`src/hw/cfg_decode_cfg.svh`:
```
// Offsets, field masks, reset values and codes of the function 1 config decode.
// Assumes inclusion by bare name from design and bench files.
`ifndef CFG_DECODE_CFG_SVH
`define CFG_DECODE_CFG_SVH

// ==========================================================
// Bus codes
`define CMD_CFG_READ   4'hA
`define CMD_CFG_WRITE  4'hB
`define FUNC_THIS      3'h1
`define AD_LOW_ZERO    2'h0

// ==========================================================
// Dword indexes in the header
`define IDX_ID         6'h00
`define IDX_CMDSTAT    6'h01
`define IDX_CLASS      6'h02
`define IDX_HDR        6'h03
`define IDX_BAR0       6'h04
`define IDX_SUBSYS     6'h0B
`define IDX_HDR_END    6'h10

// ==========================================================
// Field masks and fixed values
`define CMD_RW_MASK    32'h0000_0146
`define STAT_W1C_MASK  32'hF900_0000
`define STAT_RO_VAL    32'h0280_0000
`define HDR_TYPE_VAL   8'h80
`define LAT_RW_MASK    32'h0000_FF00
`define BAR_RW_MASK    32'hFFFF_F000
`define BAR_RO_VAL     32'h0000_0008
`define NO_W1C         32'h0000_0000
`define REG_RESET      32'h0000_0000
`define CLASS_VAL      24'h04_8000

`endif

```
`src/hw/cfg_decode_pkg.sv`:
```
// Types shared by the function 1 config decode files.
// Assumes nothing beyond a SystemVerilog compiler.
package cfg_decode_pkg;

   // ==========================================================
   // Status events raised by other device logic, one-cycle pulses
   typedef struct packed {
      logic parity_detected;
      logic serr_signaled;
      logic master_abort_rcvd;
      logic target_abort_rcvd;
      logic target_abort_sig;
      logic parity_reported;
   } pci_events_t;

   // ==========================================================
   // Control levels handed to the rest of the function
   typedef struct packed {
      logic        mem_space_en;
      logic        bus_master_en;
      logic        parity_resp_en;
      logic        serr_en;
      logic        disconnected;
      logic [7:0]  latency_timer;
      logic [19:0] bar_base;
   } cfg_ctrl_t;

   typedef enum logic [2:0] {
      ST_IDLE, ST_DECODE, ST_WAIT, ST_XFER, ST_TURN
   } cfg_state_t;

endpackage : cfg_decode_pkg

```
`src/hw/cfg_word_merge.sv`:
```
// Next value of one 32-bit configuration word under a byte-enabled write.
// Assumes set pulses come from logic on the same clock.
`timescale 1ns/100ps
module cfg_word_merge #(
   parameter logic [31:0] RW_MASK  = 32'h0000_0000,
   parameter logic [31:0] W1C_MASK = 32'h0000_0000
) (
   // Current word and write
   input  wire logic [31:0] cur,
   input  wire logic [31:0] wdata,
   input  wire logic [3:0]  be,
   input  wire logic        we,
   // Hardware set bits
   input  wire logic [31:0] set,
   // Result
   output logic      [31:0] next_word
);
   logic [31:0] lane;
   logic [31:0] kept;

   always_comb begin
      lane = {{8{be[3]}}, {8{be[2]}}, {8{be[1]}}, {8{be[0]}}} & {32{we}};
      kept = (cur & ~(lane & RW_MASK)) | (wdata & lane & RW_MASK);
      kept = kept & ~(lane & wdata & W1C_MASK);
      // Set after clear, so a same-cycle event survives
      next_word = (kept | (set & W1C_MASK)) & (RW_MASK | W1C_MASK);
   end

endmodule : cfg_word_merge

```
`src/hw/pci_function1_config_decode.sv`:
```
// Configuration-cycle target for the second PCI function: decode, header
// read mux, and the writable command, status, latency and base words.
// Assumes all bus pins are synchronous to clk (the PCI clock).
`timescale 1ns/100ps
`include "cfg_decode_cfg.svh"
module pci_function1_config_decode #(
   parameter logic [15:0] VENDOR_CODE = 16'h1AB0, // arbitrary
   parameter logic [15:0] DEVICE_CODE = 16'h0001, // arbitrary
   parameter logic [7:0]  REVISION    = 8'h01,    // arbitrary
   parameter logic [15:0] SUBSYS_VEND = 16'h0000, // arbitrary
   parameter logic [15:0] SUBSYS_ID   = 16'h0000  // arbitrary
) (
   // Clock and reset
   input  wire logic                       clk,
   input  wire logic                       rst_n,
   // PCI target pins
   input  wire logic                       frame_n,
   input  wire logic                       irdy_n,
   input  wire logic                       idsel,
   input  wire logic [3:0]                 cbe_n,
   input  wire logic [31:0]                ad_in,
   output logic      [31:0]                ad_out,
   output logic                            ad_oe,
   output logic                            devsel_n,
   output logic                            trdy_n,
   output logic                            ctl_oe,
   // Status events from the rest of the device
   input  wire cfg_decode_pkg::pci_events_t events,
   // Control levels to the rest of the function
   output cfg_decode_pkg::cfg_ctrl_t       ctrl
);
   import cfg_decode_pkg::*;

   // ==========================================================
   // Address phase decode
   cfg_state_t  state;
   logic        frame_prev;
   logic        addr_phase;
   logic        claim;
   logic        is_write;
   logic [5:0]  index;
   logic [3:0]  be;
   logic        xfer_done;
   logic        wr_now;

   always_ff @(posedge clk) begin
      if (!rst_n) begin
         frame_prev <= 1'b1;
      end else begin
         frame_prev <= frame_n;
      end
   end

   assign addr_phase = !frame_n && frame_prev;

   // Command, IDSEL and low bits separate config from memory cycles
   assign claim = addr_phase && idsel
                  && ad_in[1:0] == `AD_LOW_ZERO
                  && ad_in[10:8] == `FUNC_THIS
                  && (cbe_n == `CMD_CFG_READ || cbe_n == `CMD_CFG_WRITE);

   assign xfer_done = state == ST_XFER && !irdy_n;
   assign be        = ~cbe_n;
   assign wr_now    = xfer_done && is_write;

   // ==========================================================
   // Target sequence, medium decode
   // Command enables never gate this path: config always answers
   always_ff @(posedge clk) begin
      if (!rst_n) begin
         state <= ST_IDLE;
      end else begin
         unique case (state)
            ST_IDLE: begin
               if (claim) begin
                  state <= ST_DECODE;
               end
            end
            ST_DECODE: begin
               state <= ST_WAIT;
            end
            ST_WAIT: begin
               state <= ST_XFER;
            end
            ST_XFER: begin
               if (xfer_done) begin
                  state <= frame_n ? ST_TURN : ST_WAIT;
               end
            end
            ST_TURN: begin
               state <= ST_IDLE;
            end
         endcase
      end
   end

   // Dword index, one wait state per phase keeps read data registered
   always_ff @(posedge clk) begin
      if (!rst_n) begin
         index    <= 6'h00;
         is_write <= 1'b0;
      end else if (state == ST_IDLE && claim) begin
         index    <= ad_in[7:2];
         is_write <= cbe_n == `CMD_CFG_WRITE;
      end else if (xfer_done) begin
         index    <= index + 6'h01;
      end
   end

   // ==========================================================
   // Writable words
   logic [31:0] cmdstat;
   logic [31:0] lat_word;
   logic [31:0] bar_word;
   logic [31:0] next_cmdstat;
   logic [31:0] next_lat;
   logic [31:0] next_bar;
   logic [31:0] status_set;

   assign status_set = {events.parity_detected, events.serr_signaled,
                        events.master_abort_rcvd, events.target_abort_rcvd,
                        events.target_abort_sig, 2'b00,
                        events.parity_reported, 24'h00_0000};

   cfg_word_merge #(
      .RW_MASK  (`CMD_RW_MASK),
      .W1C_MASK (`STAT_W1C_MASK)
   ) u_cmdstat (
      .cur       (cmdstat),
      .wdata     (ad_in),
      .be        (be),
      .we        (wr_now && index == `IDX_CMDSTAT),
      .set       (status_set),
      .next_word (next_cmdstat)
   );

   cfg_word_merge #(
      .RW_MASK  (`LAT_RW_MASK),
      .W1C_MASK (`NO_W1C)
   ) u_lat (
      .cur       (lat_word),
      .wdata     (ad_in),
      .be        (be),
      .we        (wr_now && index == `IDX_HDR),
      .set       (`REG_RESET),
      .next_word (next_lat)
   );

   // Low bits of the base read fixed, not as written
   cfg_word_merge #(
      .RW_MASK  (`BAR_RW_MASK),
      .W1C_MASK (`NO_W1C)
   ) u_bar (
      .cur       (bar_word),
      .wdata     (ad_in),
      .be        (be),
      .we        (wr_now && index == `IDX_BAR0),
      .set       (`REG_RESET),
      .next_word (next_bar)
   );

   // Status bits set, cleared by one, kept by zero
   always_ff @(posedge clk) begin
      if (!rst_n) begin
         cmdstat <= `REG_RESET;
      end else begin
         cmdstat <= next_cmdstat;
      end
   end

   always_ff @(posedge clk) begin
      if (!rst_n) begin
         lat_word <= `REG_RESET;
         bar_word <= `REG_RESET;
      end else begin
         lat_word <= next_lat;
         bar_word <= next_bar;
      end
   end

   // ==========================================================
   // Read mux
   logic [31:0] rd_word;

   always_comb begin
      unique case (index)
         `IDX_ID:      rd_word = {DEVICE_CODE, VENDOR_CODE};
         `IDX_CMDSTAT: rd_word = cmdstat | `STAT_RO_VAL;
         `IDX_CLASS:   rd_word = {`CLASS_VAL, REVISION};
         `IDX_HDR:     rd_word = {8'h00, `HDR_TYPE_VAL, lat_word[15:8], 8'h00};
         `IDX_BAR0:    rd_word = bar_word | `BAR_RO_VAL;
         `IDX_SUBSYS:  rd_word = {SUBSYS_ID, SUBSYS_VEND};
         // Absent words and all beyond 64 bytes read zero
         default:      rd_word = 32'h0000_0000;
      endcase
   end

   always_ff @(posedge clk) begin
      if (!rst_n) begin
         ad_out <= 32'h0000_0000;
      end else if (state == ST_WAIT) begin
         ad_out <= rd_word;
      end
   end

   // ==========================================================
   // Pin drive
   always_comb begin
      devsel_n = !(state == ST_WAIT || state == ST_XFER);
      trdy_n   = state != ST_XFER;
      ctl_oe   = state == ST_WAIT || state == ST_XFER || state == ST_TURN;
      ad_oe    = !is_write && state == ST_XFER;
   end

   // ==========================================================
   // Control levels
   always_comb begin
      ctrl.mem_space_en   = cmdstat[1];
      ctrl.bus_master_en  = cmdstat[2];
      ctrl.parity_resp_en = cmdstat[6];
      ctrl.serr_en        = cmdstat[8];
      ctrl.disconnected   = cmdstat[15:0] == 16'h0000;
      ctrl.latency_timer  = lat_word[15:8];
      ctrl.bar_base       = bar_word[31:12];
   end
endmodule : pci_function1_config_decode

```
`config.mk`:
```
export PLATFORM = sky130hd
export DESIGN_NAME = pci_function1_config_decode
export DESIGN_NICKNAME = d
export VERILOG_FILES = /design/src/hw/cfg_decode_pkg.sv /design/src/hw/cfg_word_merge.sv /design/src/hw/pci_function1_config_decode.sv
export VERILOG_INCLUDE_DIRS = /design/src /design/src/hw
export SDC_FILE = /design/constraint.sdc
export NUM_CORES = 1
export LEC_CHECK = 0
export BUFFER_PORTS_ARGS = -buffer_cell sky130_fd_sc_hd__clkbuf_2
export CELL_PAD_IN_SITES_DETAIL_PLACEMENT = 0
export CELL_PAD_IN_SITES_GLOBAL_PLACEMENT = 1
export CORE_MARGIN = 1
export CORE_UTILIZATION = 39
export CTS_CLUSTER_DIAMETER = 40
export DETAILED_ROUTE_END_ITERATION = 7
export PLACE_DENSITY_LB_ADDON = 0.1
export RECOVER_POWER = 25
export REMOVE_ABC_BUFFERS = 1
export SLEW_MARGIN = 10
export SYNTH_ARGS = -nofsm -noshare
export SYNTH_HDL_FRONTEND = slang
export SYNTH_SLANG_ARGS = --single-unit
```
`constraint.sdc`:
```
create_clock -name clk -period 4.9 [get_ports clk]
set_input_delay 0.245 -clock clk [delete_from_list [all_inputs] [get_ports clk]]
set_output_delay 0.245 -clock clk [all_outputs]
set_load 0.005 [all_outputs]
```
==> Word level (Yosys, flattened, before mapping) <==
Index checks and enable logic that the tools add are counted.
{ "word_totals": {"register_bits": 115, "latch_bits": 0, "mem_bits_rw": 0, "mem_bits_ro": 0, "in_bits": 47, "out_inout_bits": 69, "elab_cells": 76, "n_memories": 0} }
{ "op_classes": {"n_addsub": 1, "multipliers": 0, "div_mod_pow": 0, "n_lt_le_gt_ge": 0, "eq_ne": 14, "shifts": 0, "n_mux": 7, "n_bitwise": 19, "reduce_logical": 25} }
{ "op_table": {"columns": ["cell", "n"], "rows": [
  ["32-bit AND", 7],
  ["32-bit case mux with 5 select lines", 1],
  ["32-bit inverter", 2],
  ["32-bit bitwise OR", 2],
  ["16-bit AND", 3],
  ["9-bit inverter with 32-bit output", 1],
  ["32-bit by 9-bit bitwise OR with 32-bit output", 1],
  ["16-bit logical NOT", 1],
  ["16-bit inverter", 1],
  ["16-bit bitwise OR", 1],
  ["3-bit case mux with 5 select lines", 1],
  ["6-bit by 2-bit == test with 1-bit output, second input constant", 2],
  ["1-bit logical AND", 12],
  ["6-bit 2-to-1 mux", 2],
  ["3-bit 2-to-1 mux", 3],
  ["4-bit == test, second input constant", 2],
  ["6-bit by 1-bit adder with 6-bit output, second input constant", 1],
  ["3-bit by 1-bit == test with 1-bit output, second input constant", 2],
  ["3-bit by 2-bit == test with 1-bit output, second input constant", 2],
  ["6-bit by 1-bit == test with 1-bit output, second input constant", 1],
  ["6-bit by 3-bit == test with 1-bit output, second input constant", 1],
  ["6-bit logical NOT", 1],
  ["1-bit logical NOT", 4],
  ["2-bit inequality test, second input constant", 2],
  ["other kinds (8)", 10]
]} }

==> Logic depth before layout (Yosys ltp) <==
{ "logic_depth": {"ltp_word": 10, "depth_mapped": 8, "mapped_depth_nobuf": 6} }

==> Modules after synthesis <==
Synthesis repeated with hierarchy kept, for this count alone.
{ "unflattened": {"hier_cells": 607, "hier_area_um2": 6013.3} }
{ "modules_own_cells": {"columns": ["mod", "instances", "cells_per_inst", "area_each_um2", "seq_area_each_um2"], "rows": [
  ["pci_function1_config_decode", 1, 495, 5067.4, 2782.7],
  ["cfg_word_merge (u_bar)", 1, 36, 335.3, 0.0],
  ["cfg_word_merge (u_cmdstat)", 1, 42, 330.3, 0.0],
  ["cfg_word_merge (u_lat)", 1, 34, 280.3, 0.0]
]} }

==> Worst setup path after synthesis <==
No wires, ideal clock.
{ "synth_timing": {"kind": "reg-to-reg", "start": "reg state[2]", "end": "reg index[4]", "setup_time_ns": 0.120, "t_arrival_ns": 1.760, "slack_ns": 3.020, "path_stages_with_launch": 6, "n_path_buf": 1, "synth_period_minus_slack_ns": 1.880, "path_cell_list": "dfxtp_1 > or3b_1 > or4_4 > buf_6 > and3_4 > o31a_1"} }
{ "synth_via": {"elab_chain_len": 3, "word_cells_on_any_way": 6, "cone_classes": "eq/ne (1); mux (1); reduce/logical (4)"} }
{ "synth_rtl": {"columns": ["item", "line", "text"], "rows": [
  ["start: declaration", "pci_function1_config_decode.sv:36", "cfg_state_t state;"],
  ["start signal: assignment", "pci_function1_config_decode.sv:87", "state <= frame_n ? ST_TURN : ST_WAIT;"],
  ["3-bit by 2-bit == test with 1-bit output or 3-bit logical NOT (tied branches)", "pci_function1_config_decode.sv:62, pci_function1_config_decode.sv:102", null],
  ["1-bit logical AND, on equally long branches", "pci_function1_config_decode.sv:62, pci_function1_config_decode.sv:102", null],
  ["2-bit nonzero test (no source line) or 6-bit 2-to-1 mux (tied branches)", null, null],
  ["end signal: assignment", "pci_function1_config_decode.sv:103", "index <= ad_in[7:2];"],
  ["end signal: assignment", "pci_function1_config_decode.sv:106", "index <= index + 6'h01;"],
  ["end: declaration", "pci_function1_config_decode.sv:41", "logic [5:0] index;"]
]} }
Parallel ways exist; a longest one is shown, timed or not.
A chain may end at the register's enable or synchronous reset.

==> summary.md <==
| Metric | Value |
|---|---|
| Max-Cap Viols | 0 |
| Hold Crit Class | in2reg |
| Final #Nets | 537 |
| Pleak | 1.63 nW |
| Data arrival time of the critical path | 3.00 ns |
| Post-DP Area | 0.00393 mm^2 |
| Avg Cell Area, Syn | 8.58 um^2 |
| Post-synthesis sequential area ratio | 46.9% |
| Worst path buffer plus inverter count | 1 |
| Crit. End Element | flip-flop |
| Total gr overflow | 0 |
| Core area | 0.00830 mm^2 |
| Via count | 3,130 |
| Post-synth top area cell | dfxtp_1 |
| Die Area | 0.00902 mm^2 |
| Routability congestion estimate | 0.817 |
| Postcts setup bufs | 0 |
| Synth Flop Type | dfxtp_1 |
| Global-route wire length before repair | 14,300 um |
| Worst Skew | 0.00866 ns |
| Chip width | 95.0 um |
| Area Overhead vs Synth | 22.0% |
| Ys async rst share | 0% |
| Fin. Hold Viols | 0 |
| Clk_lat worst skew | 0.33 ns |
| Final setup margin | 2.09 ns |
| DR iter-0 viols | 131 |
| Synth unique cells | 43 |
| Peak Freq | 356 MHz |
| Avg WL per Cell | 15.2 um |
| Slew Viols, Final | 0 |
| Synthesized area | 0.00337 mm^2 |
| Clk sink count | 79 |
| Total routed wirelength | 9050 um |
| Final setup TNS | 0 ns |
| Drt drc | 0 |
| Startpoint type of the worst setup path | flip-flop |
| Critical setup path kind | reg2reg |
| Clock-pin slew on the worst setup and hold paths | 0.08 ns |
| Post-layout min period | 2.81 ns |
| Worst path slowest cell | nand4_1 |
| Final period utilization | 57.4% |
| Vias in the first global route | 2,836 |
| Gr usage total | 20.6% |
| CTS tree | done |
| Post-Synthesis Cells | 393 |
| Pre-antenna DRT Iters | 4 |
| Port Buffers | 115 |
| Critical Path Fanout Max | 24 |
| Overall power | 1.30 mW |
| Chip Height | 95.0 um |
| Post-CTS Resized | 0 |
| Setup Viol. Count Final | 0 |
| Clock Tree Buf Depth | 2 |
| Root Driver | clkbuf_8 |
| Post-synth EDFFs | 0 |
| Pre-CTS setup slack | 2.08 ns |
| DR vias/cell | 5.26 |
| Relative slew slack | 23.7% |
| Tightest Pin Transition | 1.14 ns |
| Dpl cells | 580 |
| Layout cell share with drive strength beyond 1 | 23.7% |
| Crit-path cells | inv_1, ha_1, nor4b_1, nand4_1, o211ai_1, o31ai_1 |
| P per Cell Area | 315 mW/mm^2 |
| CP delay by family, top | simple AND/OR/NAND/NOR gates |
| Outcome | complete, no violations |
| RSZ-0062 raised after global routing | no |
| Largest net degree at the start of global routing | 69 |
| Fin cells | 595 |
| Register bit total from synthesis | 79 |
| Floorplan row count | 33 |
| Synth warn | 0 |
| CTS Buf Count | 9 |
| Initial antenna violation count | 0 |
| Hold buffers post-CTS | 0 |
| Final antenna-violating net count | 0 |
| VDD IR max | 0.000133 V |
| Dpl hpwl | 6040 um |
| Post-route cell area | 0.00411 mm^2 |
| Io pins | 116 |
| Initial Utilization | 40.6% |
| Crit-path max cell delay | 0.86 ns |
| Area contributors post-synth | dfxtp_1 47%, nand2_1 6.7%, a21oi_1 4.5% |
| Final antenna diode count | 0 |
| Yosys top cell area share | 46.9% |
| Crit path required time | 5.09 ns |
| Htree depth | 3 |
[final timing paths]
check | slack [ns] | endpoint | from | cells after the start
hold / removal | 0.11 | cmdstat[30] | ad_in[30] | 2
setup reg to reg | 2.09 | flip-flop | index[0] | 6
setup / recovery | 2.09 | flip-flop | index[0] | 6
hold reg to reg | 0.45 | ad_out[17] | ad_out[17] | 2
[through the flow]
stage	hold slack, ns	util (%)
finish	0.112	49.5
floorplan	0.318	-
detailed placement	0.443	47.4
global route	0.0883	49.5
global placement	0.441	47.4
CTS	0.0875	49.9
[logic make-up (layout without fill, tap and decap cells)]
logic type	Yosys count	count (layout)	share of synthesized area, %
compound gates	110	110	20.3
buf+inv	48	145	6.61
mux	13	13	3.86
flops	79	79	46.9
simple gates	135	135	19.7
xor+xnor	4	4	1.04
fa+ha+maj	4	4	1.48
[placed cells by master, fill, tap and decap left out, types with 3 or more instances in the layout]
master / synthesis / routed
o31ai_1: 13 / 13
xor2_1: 3 / 3
a31oi_1: 9 / 9
and2_1: 3 / 3
clkbuf_1: 23 / 25
buf_4: 8 / 3
nand4_1: 4 / 4
o211ai_1: 11 / 11
nand3_1: 27 / 27
dfxtp_1: 79 / 79
a21oi_1: 30 / 30
mux2i_1: 13 / 13
nor4_1: 3 / 3
inv_1: 11 / 11
nand2_1: 60 / 60
o21ai_0: 28 / 28
ha_1: 4 / 4
a221oi_1: 8 / 8
nor2_1: 17 / 16
a211oi_1: 4 / 4
nor3_1: 3 / 3
clkbuf_2: 0 / 91
a22oi_1: 3 / 3
clkbuf_8: 0 / 10
[worst register-to-register path, stage by stage (launching register included)]
cell      delay [ns]
dfxtp_1         0.37
inv_1           0.10
ha_1            0.17
nor4b_1         0.55
nand4_1         0.86
o211ai_1        0.50
o31ai_1         0.12
[cell usage after synthesis, drive strengths merged, types with 2 or more instances]
library cell,number
a211oi,4
a21oi,30
a221oi,8
a22oi,3
a31oi,9
and2,3
and3,3
buf,13
clkbuf,23
dfxtp,79
ha,4
inv,11
mux2i,13
nand2,60
nand2b,2
nand3,27
nand4,4
nand4bb,2
nor2,17
nor3,3
nor3b,3
nor4,4
o211ai,11
o21ai,28
o31a,2
o31ai,13
xor2,3
[per-layer routing]
layer,vias to the layer above,part of all wire (%),GRT usage [%],wire length [um]
li1,1586,-,-,-
met1,1442,46,27.8,4200
met2,98,46,32.4,4190
met3,4,6.5,4.35,586
met4,0,0.75,7.32,68
met5,-,0,0,0
[layout make-up]
class | instances | area, um^2
clock buffer | 11 | 141
clock inverter | 4 | 70.1
fill | 858 | 4190
inverter | 12 | 45.0
multi-input combinational | 266 | 1570
sequential | 79 | 1580
tap | 105 | 131
timing repair buffer | 118 | 568
[power breakdown]
part	leakage (nW)	internal, mW	total [mW]	switching [mW]
combinational	0.885	0.0397	0.107	0.0675
clock	0.109	0.297	0.518	0.222
sequential	0.640	0.659	0.670	0.0107
(Power assumes the default switching activity.)
